File: config.mk
export PLATFORM = sky130hd
export DESIGN_NAME = rsx_top
export DESIGN_NICKNAME = d
export VERILOG_FILES = /design/src/rtl/rsx_chmap.v /design/src/rtl/rsx_top.v
export VERILOG_INCLUDE_DIRS = /design/src /design/src/rtl
export SDC_FILE = /design/constraint.sdc
export NUM_CORES = 1
export LEC_CHECK = 0
export BUFFER_PORTS_ARGS = -buffer_cell sky130_fd_sc_hd__buf_4
export CAP_MARGIN = 10
export CORE_ASPECT_RATIO = 0.5
export CORE_MARGIN = 2
export CORE_UTILIZATION = 23
export DETAILED_ROUTE_END_ITERATION = 10
export PLACE_DENSITY = 0.43
export REMOVE_ABC_BUFFERS = 1
export SLEW_MARGIN = 20
export SYNTH_ARGS = -nofsm -noshare
export SYNTH_HDL_FRONTEND = slang
export SYNTH_SLANG_ARGS = --single-unit
File: constraint.sdc
create_clock -name clk -period 7.3 [get_ports clk]
set_clock_uncertainty 0.05 [all_clocks]
set_input_delay 1.095 -clock clk [delete_from_list [all_inputs] [get_ports clk]]
set_output_delay 1.095 -clock clk [all_outputs]
set_load 0.05 [all_outputs]
File: src/rtl/rsx_regs.vh
/*
 * Register indices, field positions and codes of the receive signaling
 * extractor. Assumes byte address = 4 * index on a 32-bit Avalon bus.
 */
// Overview of operation
// - Signaling bit is bit 8 of frames 6n
// - Codeword in slot low nibble, aligned to data
// - Extract enable copies bits into ABCD fields
// - SF stores C,D as copies of A,B
// - Signaling pin driven from stored ABCD
// - T1 DM format extracts no signaling
// - Debounce needs two identical consecutive codewords
// - T1 freezes on frame loss, slip, freeze
// - E1 also freezes on multiframe loss
// - Four-state ESF: frames 6,18 A; 12,24 B
// - Sixteen-state select stores all ABCD bits in ESF and SLC-96
// - Stored change sets channel change flag
// - Irq enable asserts interrupt on any flag
// - Indirect access by address, select, data, busy
// - E1 takes ABCD from timeslot 16
// - E1 TS0 and TS16 output is free
// - Indirect map 01-18 T1, 01-0F,11-1F E1
// - Elastic store slip freezes signaling
`ifndef RSX_REGS_VH
`define RSX_REGS_VH

`define RSX_IDX_CFG 8'hd2
`define RSX_IDX_STAT 8'hd3
`define RSX_IDX_CTL 8'hd4
`define RSX_IDX_DATA 8'hd5
`define RSX_IDX_COS0 8'hd6
`define RSX_IDX_COS1 8'hd7
`define RSX_IDX_COS2 8'hd8
`define RSX_IDX_COS3 8'hd9
`define RSX_IDX_FMT 8'hda

`define RSX_CFG_DEB 0
`define RSX_CFG_FREEZE 1
`define RSX_CFG_SIXTEEN_STATE_SELECT 2
`define RSX_CFG_SIGNALING_IRQ_ENABLE 3
`define RSX_CFG_RST 8'h00
`define RSX_STAT_BUSY 0
`define RSX_CTL_RNW 7
`define RSX_CTL_RST 8'h00
`define RSX_FMT_E1 2
`define RSX_FMT_RST 3'h0
`define RSX_ENT_EXT 4

`define RSX_F_SF 2'h0
`define RSX_F_ESF 2'h1
`define RSX_F_SLC 2'h2
`define RSX_F_DM 2'h3

`define RSX_T1_CHANS 5'h18
`define RSX_E1_SIGTS 5'h10
`define RSX_SIG_PERIOD 7'h06

`endif

File: src/rtl/rsx_chmap.v
/*
 * Maps a channel or timeslot number to its indirect entry address and
 * change flag index. Pure combinational, same clock as its user.
 */
`timescale 1ns/10ps
`include "rsx_regs.vh"

module rsx_chmap (
  e1,
  ts,
  addr,
  flag,
  ok
);
  input wire e1;
  input wire [4:0] ts;
  output wire [4:0] addr;
  output wire [4:0] flag;
  output wire ok;

  // T1 channels 0..23 sit at entries 1..24; E1 timeslot n sits at entry n
  assign addr = e1 ? ts : ts + 5'h01;
  assign flag = e1 ? ((ts < `RSX_E1_SIGTS) ? ts - 5'h01 : ts - 5'h02) : ts;
  // TS0 and TS16 carry no codeword of their own
  assign ok = e1 ? (ts != 5'h00 && ts != `RSX_E1_SIGTS)
                 : (ts < `RSX_T1_CHANS);
endmodule // rsx_chmap

File: src/rtl/rsx_top.v
/*
 * Receive signaling extractor: robbed-bit (SF/ESF/SLC-96) and E1 TS16
 * CAS extraction, debounce, freeze, change flags and signaling output.
 * Assumes the framer delivers one bit per rx_valid cycle on clk with
 * timeslot, bit position and multiframe frame number; all stream and
 * alarm inputs are synchronous to clk.
 */
// The Avalon-MM slave port was left to the implementer.
`timescale 1ns/10ps
`include "rsx_regs.vh"

module rsx_top (
  clk,
  reset,
  ce,
  avs_address,
  avs_read,
  avs_write,
  avs_writedata,
  avs_byteenable,
  avs_readdata,
  avs_waitrequest,
  rx_valid,
  rx_data,
  rx_ts,
  rx_bitpos,
  rx_frame,
  loss_frame,
  loss_cas_mf,
  es_slip,
  serial_receive_data_pin,
  signaling_out_pin,
  signaling_irq
);
  input wire clk;
  input wire reset;
  input wire ce;
  input wire [9:0] avs_address;
  input wire avs_read;
  input wire avs_write;
  input wire [31:0] avs_writedata;
  input wire [3:0] avs_byteenable;
  output reg [31:0] avs_readdata;
  output reg avs_waitrequest;
  input wire rx_valid;
  input wire rx_data;
  input wire [4:0] rx_ts;
  input wire [2:0] rx_bitpos;
  input wire [6:0] rx_frame;
  input wire loss_frame;
  input wire loss_cas_mf;
  input wire es_slip;
  output reg serial_receive_data_pin;
  output reg signaling_out_pin;
  output reg signaling_irq;

  // ****************************************************************
  // State
  // ****************************************************************
  reg [7:0] cfg_r;
  reg [2:0] fmt_r;
  reg [7:0] ictl_r;
  reg [7:0] idat_r;
  reg busy_r;
  reg [29:0] cos_r;
  reg slip_hold_r;
  reg [3:0] e1_sh_r;
  reg [4:0] sig_mem [0:31];
  reg [3:0] prev_mem [0:31];
  reg [3:0] acc_mem [0:31];
  integer i;

  wire e1 = fmt_r[`RSX_FMT_E1];
  wire [1:0] fmt = fmt_r[1:0];
  wire deb = cfg_r[`RSX_CFG_DEB];
  wire sixteen_state_select = cfg_r[`RSX_CFG_SIXTEEN_STATE_SELECT];

  // ****************************************************************
  // Bus decode
  // ****************************************************************
  wire [7:0] idx = avs_address[9:2];
  wire req = avs_read | avs_write;
  // Reads latch on the taking edge so that data stand while waitrequest
  // is low; writes land on that answer edge, when the master completes
  wire act = req & avs_waitrequest;
  wire wr = avs_write & ~avs_waitrequest & avs_byteenable[0];
  wire rd = act & avs_read;

  // ****************************************************************
  // T1 robbed-bit extraction
  // ****************************************************************
  wire [6:0] k_full = rx_frame / `RSX_SIG_PERIOD;
  wire [6:0] km1 = k_full - 7'h01;
  wire t1_hit = rx_valid & ~e1 & (fmt != `RSX_F_DM)
              & (rx_bitpos == 3'h7) & (rx_frame != 7'h00)
              & ((rx_frame % `RSX_SIG_PERIOD) == 7'h00);
  reg [1:0] t1_pos;
  reg t1_done;
  always @* begin
    t1_pos = km1[1:0];
    t1_done = (km1[1:0] == 2'h3);
    if (fmt == `RSX_F_SF) begin
      t1_pos = {1'b0, km1[0]};
      t1_done = (km1[1:0] == 2'h1);
    end else if (!sixteen_state_select) begin
      // Four-state: odd positions are A, even are B
      t1_pos = {1'b0, km1[0]};
    end
  end

  // ****************************************************************
  // E1 TS16 extraction
  // ****************************************************************
  wire e1_frm_ok = (rx_frame != 7'h00) && (rx_frame < 7'h10);
  wire e1_hit = rx_valid & e1 & (rx_ts == `RSX_E1_SIGTS) & e1_frm_ok;
  wire e1_done = e1_hit & rx_bitpos[1:0] == 2'h3;
  wire [3:0] e1_cw = {e1_sh_r[2:0], rx_data};
  wire [4:0] e1_ts = {rx_bitpos[2], rx_frame[3:0]};

  // ****************************************************************
  // Codeword commit
  // ****************************************************************
  wire [4:0] com_ts = e1 ? e1_ts : rx_ts;
  wire [4:0] com_addr;
  wire [4:0] com_flag;
  wire com_ok;

  rsx_chmap u_com_map (
    .e1(e1),
    .ts(com_ts),
    .addr(com_addr),
    .flag(com_flag),
    .ok(com_ok)
  );

  reg [3:0] acc_new;
  always @* begin
    acc_new = acc_mem[com_addr];
    acc_new[2'h3 - t1_pos] = rx_data;
  end

  reg [3:0] cw;
  always @* begin
    cw = e1_cw;
    if (!e1) begin
      if (fmt == `RSX_F_SF)
        cw = {acc_new[3:2], acc_new[3:2]};
      else if (!sixteen_state_select)
        cw = {acc_new[3:2], 2'h0};
      else
        cw = acc_new;
    end
  end

  wire com_valid = (e1 ? e1_done : (t1_hit & t1_done)) & com_ok;
  // Slip freezes until the next multiframe, since a slipped frame
  // may have fed part of any codeword in progress
  wire frz = cfg_r[`RSX_CFG_FREEZE] | loss_frame
           | es_slip | slip_hold_r
           | (e1 & loss_cas_mf);
  wire [4:0] cur = sig_mem[com_addr];
  wire stable = ~deb | (prev_mem[com_addr] == cw);
  wire upd = com_valid & ~frz & cur[`RSX_ENT_EXT]
           & stable & (cur[3:0] != cw);
  wire mf_start = rx_valid & (rx_ts == 5'h00) & (rx_bitpos == 3'h0)
                & (rx_frame == (e1 ? 7'h00 : 7'h01));

  // ****************************************************************
  // Indirect access
  // ****************************************************************
  wire [6:0] iaddr = ictl_r[6:0];
  wire [4:0] ia = iaddr[4:0];
  wire ia_ok = (iaddr[6:5] == 2'h0) && (ia != 5'h00)
             && (e1 ? (ia != `RSX_E1_SIGTS) : (ia <= `RSX_T1_CHANS));
  // Host access yields to a stream update of the entry array
  wire iexec = busy_r & ~upd;

  // ****************************************************************
  // Output slot lookup
  // ****************************************************************
  wire [4:0] out_addr;
  wire out_ok;

  rsx_chmap u_out_map (
    .e1(e1),
    .ts(rx_ts),
    .addr(out_addr),
    .flag(),
    .ok(out_ok)
  );

  wire [4:0] out_ent = sig_mem[out_addr];
  wire out_bit = out_ent[~rx_bitpos[1:0]];
  wire sig_nxt = out_ok & rx_bitpos[2] & out_bit;

  // ****************************************************************
  // Change flags
  // ****************************************************************
  reg [29:0] cos_set;
  reg [29:0] cos_clr;
  always @* begin
    cos_set = 30'h0;
    if (upd)
      cos_set[com_flag] = 1'b1;
    cos_clr = 30'h0;
    if (rd) begin
      case (idx)
        `RSX_IDX_COS0: cos_clr[7:0] = 8'hff;
        `RSX_IDX_COS1: cos_clr[15:8] = 8'hff;
        `RSX_IDX_COS2: cos_clr[23:16] = 8'hff;
        `RSX_IDX_COS3: cos_clr[29:24] = 6'h3f;
        default: cos_clr = 30'h0;
      endcase
    end
  end
  // Set wins over a read-clear in the same cycle
  wire [29:0] cos_nxt = (cos_r & ~cos_clr) | cos_set;

  reg [31:0] rdata_nxt;
  always @* begin
    rdata_nxt = 32'h0;
    case (idx)
      `RSX_IDX_CFG: rdata_nxt[7:0] = cfg_r;
      `RSX_IDX_STAT: rdata_nxt[`RSX_STAT_BUSY] = busy_r;
      `RSX_IDX_CTL: rdata_nxt[7:0] = ictl_r;
      `RSX_IDX_DATA: rdata_nxt[7:0] = idat_r;
      `RSX_IDX_COS0: rdata_nxt[7:0] = cos_r[7:0];
      `RSX_IDX_COS1: rdata_nxt[7:0] = cos_r[15:8];
      `RSX_IDX_COS2: rdata_nxt[7:0] = cos_r[23:16];
      `RSX_IDX_COS3: rdata_nxt[5:0] = cos_r[29:24];
      `RSX_IDX_FMT: rdata_nxt[2:0] = fmt_r;
      default: rdata_nxt = 32'h0;
    endcase
  end

  // ****************************************************************
  // Sequential logic
  // ****************************************************************
  always @(posedge clk) begin
    if (reset) begin
      avs_waitrequest <= 1'b1;
      avs_readdata <= 32'h0;
      cfg_r <= `RSX_CFG_RST;
      fmt_r <= `RSX_FMT_RST;
      ictl_r <= `RSX_CTL_RST;
      idat_r <= 8'h00;
      busy_r <= 1'b0;
      cos_r <= 30'h0;
      slip_hold_r <= 1'b0;
      e1_sh_r <= 4'h0;
      serial_receive_data_pin <= 1'b0;
      signaling_out_pin <= 1'b0;
      signaling_irq <= 1'b0;
      for (i = 0; i < 32; i = i + 1) begin
        sig_mem[i] <= 5'h00;
        prev_mem[i] <= 4'h0;
        acc_mem[i] <= 4'h0;
      end
    end else if (ce) begin
      avs_waitrequest <= ~(req & avs_waitrequest);
      if (rd)
        avs_readdata <= rdata_nxt;
      if (wr) begin
        case (idx)
          `RSX_IDX_CFG: cfg_r <= avs_writedata[7:0];
          `RSX_IDX_FMT: fmt_r <= avs_writedata[2:0];
          default: ;
        endcase
      end
      // A new command while busy is dropped; software must poll
      if (wr && idx == `RSX_IDX_CTL && !busy_r) begin
        ictl_r <= avs_writedata[7:0];
        busy_r <= 1'b1;
      end else if (iexec) begin
        busy_r <= 1'b0;
      end
      if (iexec && ictl_r[`RSX_CTL_RNW])
        idat_r <= ia_ok ? {3'h0, sig_mem[ia]} : 8'h00;
      else if (wr && idx == `RSX_IDX_DATA)
        idat_r <= avs_writedata[7:0];
      if (upd)
        sig_mem[com_addr][3:0] <= cw;
      else if (iexec && !ictl_r[`RSX_CTL_RNW] && ia_ok)
        sig_mem[ia] <= idat_r[4:0];
      if (com_valid && !frz)
        prev_mem[com_addr] <= cw;
      if (t1_hit)
        acc_mem[com_addr] <= acc_new;
      if (e1_hit)
        e1_sh_r <= e1_cw;
      cos_r <= cos_nxt;
      if (es_slip)
        slip_hold_r <= 1'b1;
      else if (mf_start)
        slip_hold_r <= 1'b0;
      if (rx_valid) begin
        serial_receive_data_pin <= rx_data;
        signaling_out_pin <= sig_nxt;
      end
      signaling_irq <= cfg_r[`RSX_CFG_SIGNALING_IRQ_ENABLE] & (|cos_r);
    end
  end
endmodule // rsx_top

==> flow_summary.ini, run 1 <==
[cts]
cts_buffer_depth = 3
post_cts_resized = 0
root_buffer = clkbuf_16
cts_buffers = 56
cts_sinks = 495
clk_pin_slew_ns = 0.06
cts_setup_buffers = 0
h-tree-depth = 2
cts_tree = yes
clk_latency_ns = 0.64
hold_buffers = 0

[synthesis]
netlist_instances = 2309
synth_area_leaders = edfxtp_1, mux4_2, dfxtp_1, nor2_1, nand2_1
synth_top_area_cell = edfxtp_1
synthArstFlopShare_pct = 0
syn_avg_cell_area_um2 = 11.6
ys_ff_latch = 495
synth_cell_type_count = 79
yosysWarnings = 0
yosysTopAreaCellShare_pct = 46.8
synth_flop_cell = edfxtp_1
netlist_area_um2 = 26700
yosysSeqAreaShare_pct = 52.7
synth_enable_flop_cells = 416

[drt]
drtPass1Iterations = 5
drt_iter0_drc = 1959
wl_per_cell_um = 23.1
vias = 19400
via_per_inst = 4.98
drtAntennaViolNets = 0
drc_errors = 0
routed_wl_um = 90000

[critical_path]
arrival_ns = 6.64
r2r_slack_ns = 0.93
max_stage_delay_ns = 0.72
cp_max_fo = 19
slowest_stage = o41a_1
crit_family = compound AO/OA/AOI/OAI gates
path_buf_inv = 2
cp-end-kind = flip-flop
reg2reg_to = sig_mem[4][0]
critPathLaunchType = flip-flop
r2r_cells = 16
crit_chain = buf_4 > o21ai_0 > ha_1 > nor4bb_1 > a221o_1 > a211oi_1 > buf_4 > nand2_1 > nand4_1 > o31a_1 > mux2i_4 > xnor2_1 > o41a_1 > o21ai_2 > o32a_1 > nand2_1
r2r_start = fmt_r[2]
crit_type = reg2reg
crit_required_ns = 7.57

[timing]
slew_headroom_pct = 21.1
slew_violations = 0
post-route-period-util_pct = 87.2
setup_viol = 0
fin_tns_setup_ns = 0
holdWs_ns = 0.407
worst_pin_slew_ns = 1.18
hold_violations = 0
grt_setup_unrepaired = false
finalCriticalPeriod_ns = 6.37
clock.fmax_mhz = 157

[floorplanning]
pin_count = 107
die_w_um = 486
initial_utilization_pct = 23.2
die_h_um = 245
core_area_um2 = 115000
rows = 88
fp.dieArea_um2 = 119000

[pwr]
p_switching_uw = 1880
p_leak_uw = 0.0100
internal-power_uw = 5000
powerDensity_nw_per_um2 = 224
p_clk_share_pct = 40.3
seqPwrFrac_pct = 46.2
combPwrFrac_pct = 13.5
ir_worst_vdd_mv = 0.184
p_sw_share_pct = 27.3

[grt]
antenna_found_initial = 2
track_usage_pct = 14.9
overflow = 0
grt_pass1_wl_um = 134000
grt_max_degree = 72
grt_pass1_vias = 19100

[layout]
drive_gt1_share_pct = 19.4
mostFrequentLayoutCell = edfxtp_1
final_cell_mix = edfxtp_1, nor2_1, nand2_1
syn_to_final_growth_pct = 15.2
final_nets = 2391
fillers = 12100

[hold_path]
hp-class = reg2reg
whs_endpoint = signaling_irq
hold_depth = 2
min_from = signaling_irq

[placed_design]
io_buffers = 53
gp_congestion = 0.839
place_hpwl_um = 60100

[flow_run]
maxCapViolations = 0

[status]
status = complete, no violations
final cells by class:
| class | count | area [um^2] | share of cell area (%) |
|---|---|---|---|
| sequential | 495 | 14100 | 45.8 |
| multi-input combinational | 1595 | 11700 | 38.2 |
| tap | 1530 | 1910 | 6.22 |
| clock buffer | 74 | 1570 | 5.09 |
| timing repair buffer | 143 | 1200 | 3.90 |
| clock inverter | 29 | 183 | 0.594 |
| inverter | 20 | 77.6 | 0.252 |
| antenna | 1 | 2.50 | 0.00814 |
power groups by stage:
stage,registers (uW),logic [uW],clock network [uW]
finish,3180,927,2780
global route,3190,987,2930
CTS,3180,936,2830
detailed placement,3240,934,0
global placement,3230,932,0
floorplan,3220,547,0
logic make-up after synthesis:
kind of cell | Yosys count | synth area share, %
AND/OR/NAND/NOR | 954 | 16.1
other | 1 | 0.0141
multiplexers | 249 | 17.9
buffers and inverters | 243 | 3.98
XOR/XNOR | 22 | 0.722
flip-flops | 495 | 52.7
adder cells (fa/ha/maj) | 9 | 0.422
AO/OA/AOI/OAI | 336 | 8.11
registers in the layout (all words and copies together), names as in the netlist, 3 cells and up, named ones only:
signal / cells
idat_r: 8
acc_mem: 128
ictl_r: 8
cfg_r: 8
sig_mem: 160
fmt_r: 3
prev_mem: 128
cos_r: 30
avs_readdata: 8
e1_sh_r: 3
cell usage after synthesis (10+ instances only):
master,instances
edfxtp_1,416
nor2_1,412
nand2_1,224
mux4_2,180
clkbuf_1,148
o21ai_0,133
nor3_1,94
dfxtp_1,79
nand3_1,62
mux2i_1,56
a21oi_1,30
buf_2,29
nor4_1,27
buf_4,26
o22ai_1,26
a22oi_1,20
inv_1,19
buf_1,18
nor2b_1,18
nand4_1,16
o21ai_1,16
a31oi_1,14
nor3b_1,12
mux2_2,11
nand2b_1,11
or2_2,11
xnor2_1,11
xor2_1,11
o31a_1,10
how the worst max path moves through the flow:
stage | start | endpoint | slack, ns | cells after the start
floorplan | rx_ts[0] | sig_mem[10][0] | -3.37 | 15
global placement | rx_ts[1] | sig_mem[28][0] | 0.34 | 18
detailed placement | rx_ts[1] | sig_mem[19][0] | 0.30 | 18
CTS | fmt_r[2] | sig_mem[19][2] | 0.91 | 17
global route | fmt_r[2] | sig_mem[27][2] | 0.55 | 17
finish | fmt_r[2] | sig_mem[4][0] | 0.93 | 16
tightest hold or removal path, cell delays in order (launching register included):
cell and delay, ns:
dfxtp_1 0.31, nand2_1 0.05, a21oi_1 0.05
metrics by stage:
stage / cell area (um^2) / setup WS (ns) / cells / util (%) / total power [uW]
4_1_cts: 30800 / 0.912 / 3886 / 26.7 / 6940
5_1_grt: 30800 / 0.549 / 3886 / 26.7 / 7110
3_3_place_gp: 29000 / 0.342 / 3783 / 25.2 / 4170
2_1_floorplan: 25800 / -3.37 / 2110 / - / 3770
3_5_place_dp: 29000 / 0.299 / 3783 / 25.2 / 4170
6_report: 30800 / 0.931 / 3887 / 26.7 / 6880
metal layers:
| layer | share of wire (%) | wire length [um] | GRT usage, % |
|---|---|---|---|
| met1 | 45 | 40900 | 20.9 |
| met2 | 47 | 42700 | 24.5 |
| met3 | 5.4 | 4880 | 2.20 |
| met4 | 1.7 | 1510 | 3.09 |
| met5 | 0.014 | 13 | 0 |
No activity file was read; power rests on OpenSTA's default activity.
==> run 2: changes to the inputs <==
--- a/config.mk
+++ b/config.mk
@@ -8,13 +8,12 @@
 export LEC_CHECK = 0
 export BUFFER_PORTS_ARGS = -buffer_cell sky130_fd_sc_hd__buf_4
 export CAP_MARGIN = 10
-export CORE_ASPECT_RATIO = 0.5
+export CORE_ASPECT_RATIO = 0.9
 export CORE_MARGIN = 2
 export CORE_UTILIZATION = 23
 export DETAILED_ROUTE_END_ITERATION = 10
 export PLACE_DENSITY = 0.43
 export REMOVE_ABC_BUFFERS = 1
-export SLEW_MARGIN = 20
 export SYNTH_ARGS = -nofsm -noshare
 export SYNTH_HDL_FRONTEND = slang
 export SYNTH_SLANG_ARGS = --single-unit
==> flow_summary.ini, run 2 (synthesized netlist as in run 1, its figures left out) <==
[status]
status = complete, no violations

[layout]
drive_gt1_share_pct = 20.5
top_register = sig_mem
final_nets = 2425
mostFrequentLayoutCell = edfxtp_1
reg_top3 = sig_mem x160, acc_mem x128, prev_mem x128
syn_to_final_growth_pct = 16.3
antennaDiodeCount = 0
largest_reg_flops = 160
fillers = 11900
utilization_pct = 27.0
final_cell_mix = edfxtp_1, nor2_1, nand2_1

[cts]
cts_buffer_depth = 3
hold_buffers = 0
clk_latency_ns = 0.63
h-tree-depth = 2
cts_tree = yes
clk_pin_slew_ns = 0.06
cts_sinks = 495
cts_buffers = 56
root_buffer = clkbuf_16
cts_setup_buffers = 0
post_cts_resized = 0

[pwr]
p_leak_uw = 0.0102
powerDensity_nw_per_um2 = 224
ir_worst_vdd_mv = 0.196

[timing]
post-route-period-util_pct = 87.1
slew_violations = 0
hold_violations = 0
clock.fmax_mhz = 157
slew_headroom_pct = 20.3
grt_setup_unrepaired = false
worst_pin_slew_ns = 1.19
setup_viol = 0
fin_tns_setup_ns = 0
finalCriticalPeriod_ns = 6.36

[floorplanning]
pin_count = 107
die_h_um = 327
core_area_um2 = 115000
initial_utilization_pct = 23.2
die_w_um = 363
rows = 118
fp.dieArea_um2 = 119000

[drt]
via_per_inst = 5.10
wl_per_cell_um = 23.2
drc_errors = 0
vias = 19800
drtPass1Iterations = 5
drt_iter0_drc = 1931
routed_wl_um = 90100
drtAntennaViolNets = 0

[critical_path]
slowest_stage = o41a_1
arrival_ns = 6.62
path_buf_inv = 2
critPathLaunchType = flip-flop
crit_family = simple AND/OR/NAND/NOR gates
crit_top_cell = nand2_1
crit_chain = nand2_1 > o21ai_0 > ha_1 > nor4bb_1 > a221o_1 > nor2_1 > nand2_1 > a21oi_1 > or3_1 > nor4_1 > buf_4 > xnor2_1 > o41a_1 > nor2_2 > buf_12 > o31a_1 > nand2_1
crit_required_ns = 7.55
cp_max_fo = 23
cp-end-kind = flip-flop
max_stage_delay_ns = 0.70
crit_type = reg2reg

[placed_design]
gp_congestion = 0.871
io_buffers = 53
place_hpwl_um = 62300

[grt]
antenna_found_initial = 1
overflow = 0
track_usage_pct = 14.8
grt_max_degree = 74
grt_pass1_wl_um = 132000
grt_pass1_vias = 19500

[flow_run]
maxCapViolations = 0

[hold_path]
hp-class = reg2reg
## run 2: cell types whose count changed in the layout (fill, tap and decap cells not counted), moves of 2 or more
cell / delta
buf_12: +4
clkinvlp_4: -3
clkbuf_1: +9
clkbuf_16: -2
buf_4: +30
clkinv_1: -8
bufinv_16: +2
## run 2: path summary, 6_finish.rpt
path	from	endpoint	slack [ns]	depth (start not counted)
worst max-delay path	fmt_r[2]	sig_mem[19][2]	0.94	17
worst min register to register	signaling_irq	signaling_irq	0.43	2
worst max register to register	fmt_r[2]	sig_mem[19][2]	0.94	17
worst min-delay path	signaling_irq	signaling_irq	0.43	2
## run 2: power by group
group | total (uW) | internal [uW] | switching, uW | leakage (uW)
clock network | 2790 | 1610 | 1180 | 0.000861
logic | 977 | 337 | 640 | 0.00444
registers | 3180 | 3140 | 41.9 | 0.00492
total | 6950 | 5080 | 1870 | 0.0102
## run 2: layer usage
layer / part of all wire, % / vias to the layer above / GRT usage [%] / wire [um]
li1: - / 8744 / - / -
met1: 45 / 10200 / 20.9 / 40800
met2: 47 / 765 / 23.5 / 41900
met3: 6.3 / 101 / 2.71 / 5680
met4: 1.9 / 2 / 3.17 / 1700
met5: 0.018 / - / 0 / 16
## run 2: layout make-up
class | count | area [um^2] | area share [%]
multi-input combinational | 1595 | 11700 | 37.8
clock buffer | 80 | 1540 | 4.97
sequential | 495 | 14100 | 45.3
tap | 1500 | 1880 | 6.05
inverter | 20 | 76.3 | 0.246
clock inverter | 21 | 225 | 0.726
timing repair buffer | 177 | 1500 | 4.84
## run 2: stage by stage
step                      setup WS, ns  hold WS [ns]  cells  area [um^2]  power [uW]
after global routing             0.553         0.448   3888        31000        7160
after CTS                        0.924         0.432   3888        31000        7000
after global placement           0.487         0.419   3787        29300        4200
after detailed placement         0.384         0.415   3787        29300        4210
after floorplan                  -3.37         0.385   2110        25800        3770
final                            0.939         0.430   3888        31000        6950
## run 2: worst reg2reg max path: stages, from the launching register on
cell      delay [ns]
dfxtp_2         0.66
nand2_1         0.24
o21ai_0         0.22
ha_1            0.24
nor4bb_1        0.36
a221o_1         0.63
nor2_1          0.31
nand2_1         0.42
a21oi_1         0.10
or3_1           0.37
nor4_1          0.37
buf_4           0.18
xnor2_1         0.11
o41a_1          0.71
nor2_2          0.35
buf_12          0.22
o31a_1          0.34
nand2_1         0.19
==> run 3: changes to the inputs <==
==> constraint.sdc (replaced) <==
create_clock -name clk -period 7.1 [get_ports clk]
set_clock_uncertainty 0.05 [all_clocks]
set_input_delay 1.065 -clock clk [delete_from_list [all_inputs] [get_ports clk]]
set_output_delay 1.065 -clock clk [all_outputs]
set_load 0.05 [all_outputs]
==> flow_summary.ini, run 3 (synthesized netlist as in run 1, its figures left out) <==
[placed_design]
place_hpwl_um = 61800
gp_congestion = 0.865
placed_area_um2 = 29200
io_buffers = 53
dpl.cell_count = 3787

[layout]
design_area_um2 = 31100
mostFrequentLayoutCell = edfxtp_1
largest_reg_flops = 160
instances_no_fill = 3892
final_cell_mix = edfxtp_1, nor2_1, nand2_1
reg_top3 = sig_mem x160, acc_mem x128, prev_mem x128
fillers = 11900
drive_gt1_share_pct = 21.1
antennaDiodeCount = 0
final_nets = 2426
syn_to_final_growth_pct = 16.6
seqCellArea_um2 = 14100
multi_input_area_um2 = 11700
top_register = sig_mem

[critical_path]
cp_max_fo = 28
r2r_cells = 17
startpoint = fmt_r[2]
critPathLaunchType = flip-flop
arrival_ns = 6.72
r2r_start = fmt_r[2]
crit_required_ns = 7.37
r2r_slack_ns = 0.65
crit_type = reg2reg
reg2reg_to = sig_mem[26][3]
critPathCapture = sig_mem[26][3]
cp-end-kind = flip-flop

[pwr]
seqPwrFrac_pct = 45.1
p_switching_uw = 1940
combPwrFrac_pct = 13.7
p_leak_uw = 0.0103
powerDensity_nw_per_um2 = 233
finalPower_uw = 7240
p_sw_share_pct = 26.7
ir_worst_vdd_mv = 0.207
p_clk_share_pct = 41.1
internal-power_uw = 5310

[hold_path]
hp-class = reg2reg
min_from = cos_r[2]

[floorplanning]
die_h_um = 327
core_area_um2 = 115000
pin_count = 107
initial_utilization_pct = 23.2
die_w_um = 363
fp.dieArea_um2 = 119000
rows = 118

[cts]
cts_tree = yes
cts_sinks = 495
h-tree-depth = 2
cts_setup_buffers = 0
root_buffer = clkbuf_16
cts_buffer_depth = 3
clk_pin_slew_ns = 0.06
clk_latency_ns = 0.63
post_cts_resized = 0
cts_buffers = 57
hold_buffers = 0

[timing]
finalCriticalPeriod_ns = 6.45
worst_pin_slew_ns = 1.14
clock.fmax_mhz = 155
slew_headroom_pct = 23.9
slew_violations = 0
grt_setup_unrepaired = false
setup_viol = 0
post-route-period-util_pct = 90.8
holdWs_ns = 0.426
hold_violations = 0

[drt]
met1Wirelength_um = 39600
routed_wl_um = 90400
vias = 20100
wl_met3_um = 6890
wl_met2_um = 42200
wl_per_cell_um = 23.2
drt_iter0_drc = 2278
via_per_inst = 5.16
drc_errors = 0
maxUsedRoutingLayer = met5
drtAntennaViolNets = 0
drtPass1Iterations = 6

[status]
status = complete, no violations

[grt]
antenna_found_initial = 1
track_usage_pct = 14.8
overflow = 0
grt_max_degree = 83
grt_pass1_vias = 19700
grt_pass1_wl_um = 133000

[flow_run]
maxCapViolations = 0
==> run 3: cell count changes in the layout (fill, tap and decap cells not counted), sizes merged <==
cell      delta
clkbuf       -5
clkinvlp     +2
clkinv       +6
bufinv       +1
==> run 3: stage by stage <==
stage	setup TNS, ns	util, %	setup slack [ns]
5_1_grt	0	27.0	0.377
3_3_place_gp	0	25.4	0.340
2_1_floorplan	-1668.24	-	-3.54
6_report	0	27.0	0.651
3_5_place_dp	0	25.4	0.355
4_1_cts	0	27.0	0.728
==> run 3: worst min path at each step <==
stage               slack [ns]  cells after the start        end
finish                    0.43                      2   cos_r[2]
detailed placement        0.42                      2   cos_r[4]
global route              0.46                      2   cos_r[6]
floorplan                 0.39                      2  cos_r[14]
global placement          0.42                      2   cos_r[2]
CTS                       0.43                      2   cos_r[2]
==> run 3: layer usage <==
layer | vias to the layer above | global-route usage, %
met5 | - | 0
met4 | 2 | 3.31
met3 | 123 | 2.44
met2 | 893 | 23.8
met1 | 10300 | 21.0
li1 | 8754 | -
==> run 3: power by group through the flow <==
stage          clock (uW)  sequential, uW  combinational (uW)
6_report             2980            3270                 995
5_1_grt              3160            3280                1050
2_1_floorplan           0            3310                 563
3_3_place_gp            0            3320                 987
4_1_cts              3040            3270                 996
3_5_place_dp            0            3330                 993
==> run 3: cell type report <==
class / instances / share of cell area [%]
inverters: 20 / 0.245
well taps: 1500 / 6.03
repair buffers: 177 / 4.67
clock buffers: 75 / 5.06
flip-flops and latches: 495 / 45.3
clock inverters: 30 / 0.985
multi-input cells: 1595 / 37.7
==> run 3: critical path, cell delays in order, from the launching register on <==
cell and delay, ns:
dfxtp_2 0.75, nand2_1 0.27, o21ai_0 0.22, ha_1 0.23
nor4bb_1 0.35, a221o_1 0.62, nor2_1 0.38, a32oi_1 0.36
nand3_1 0.19, o31a_1 0.32, mux2i_4 0.35, xnor2_1 0.21
o41a_1 0.68, nor2_2 0.24, buf_12 0.21, mux2i_1 0.36
buf_4 0.20, nand2_1 0.12
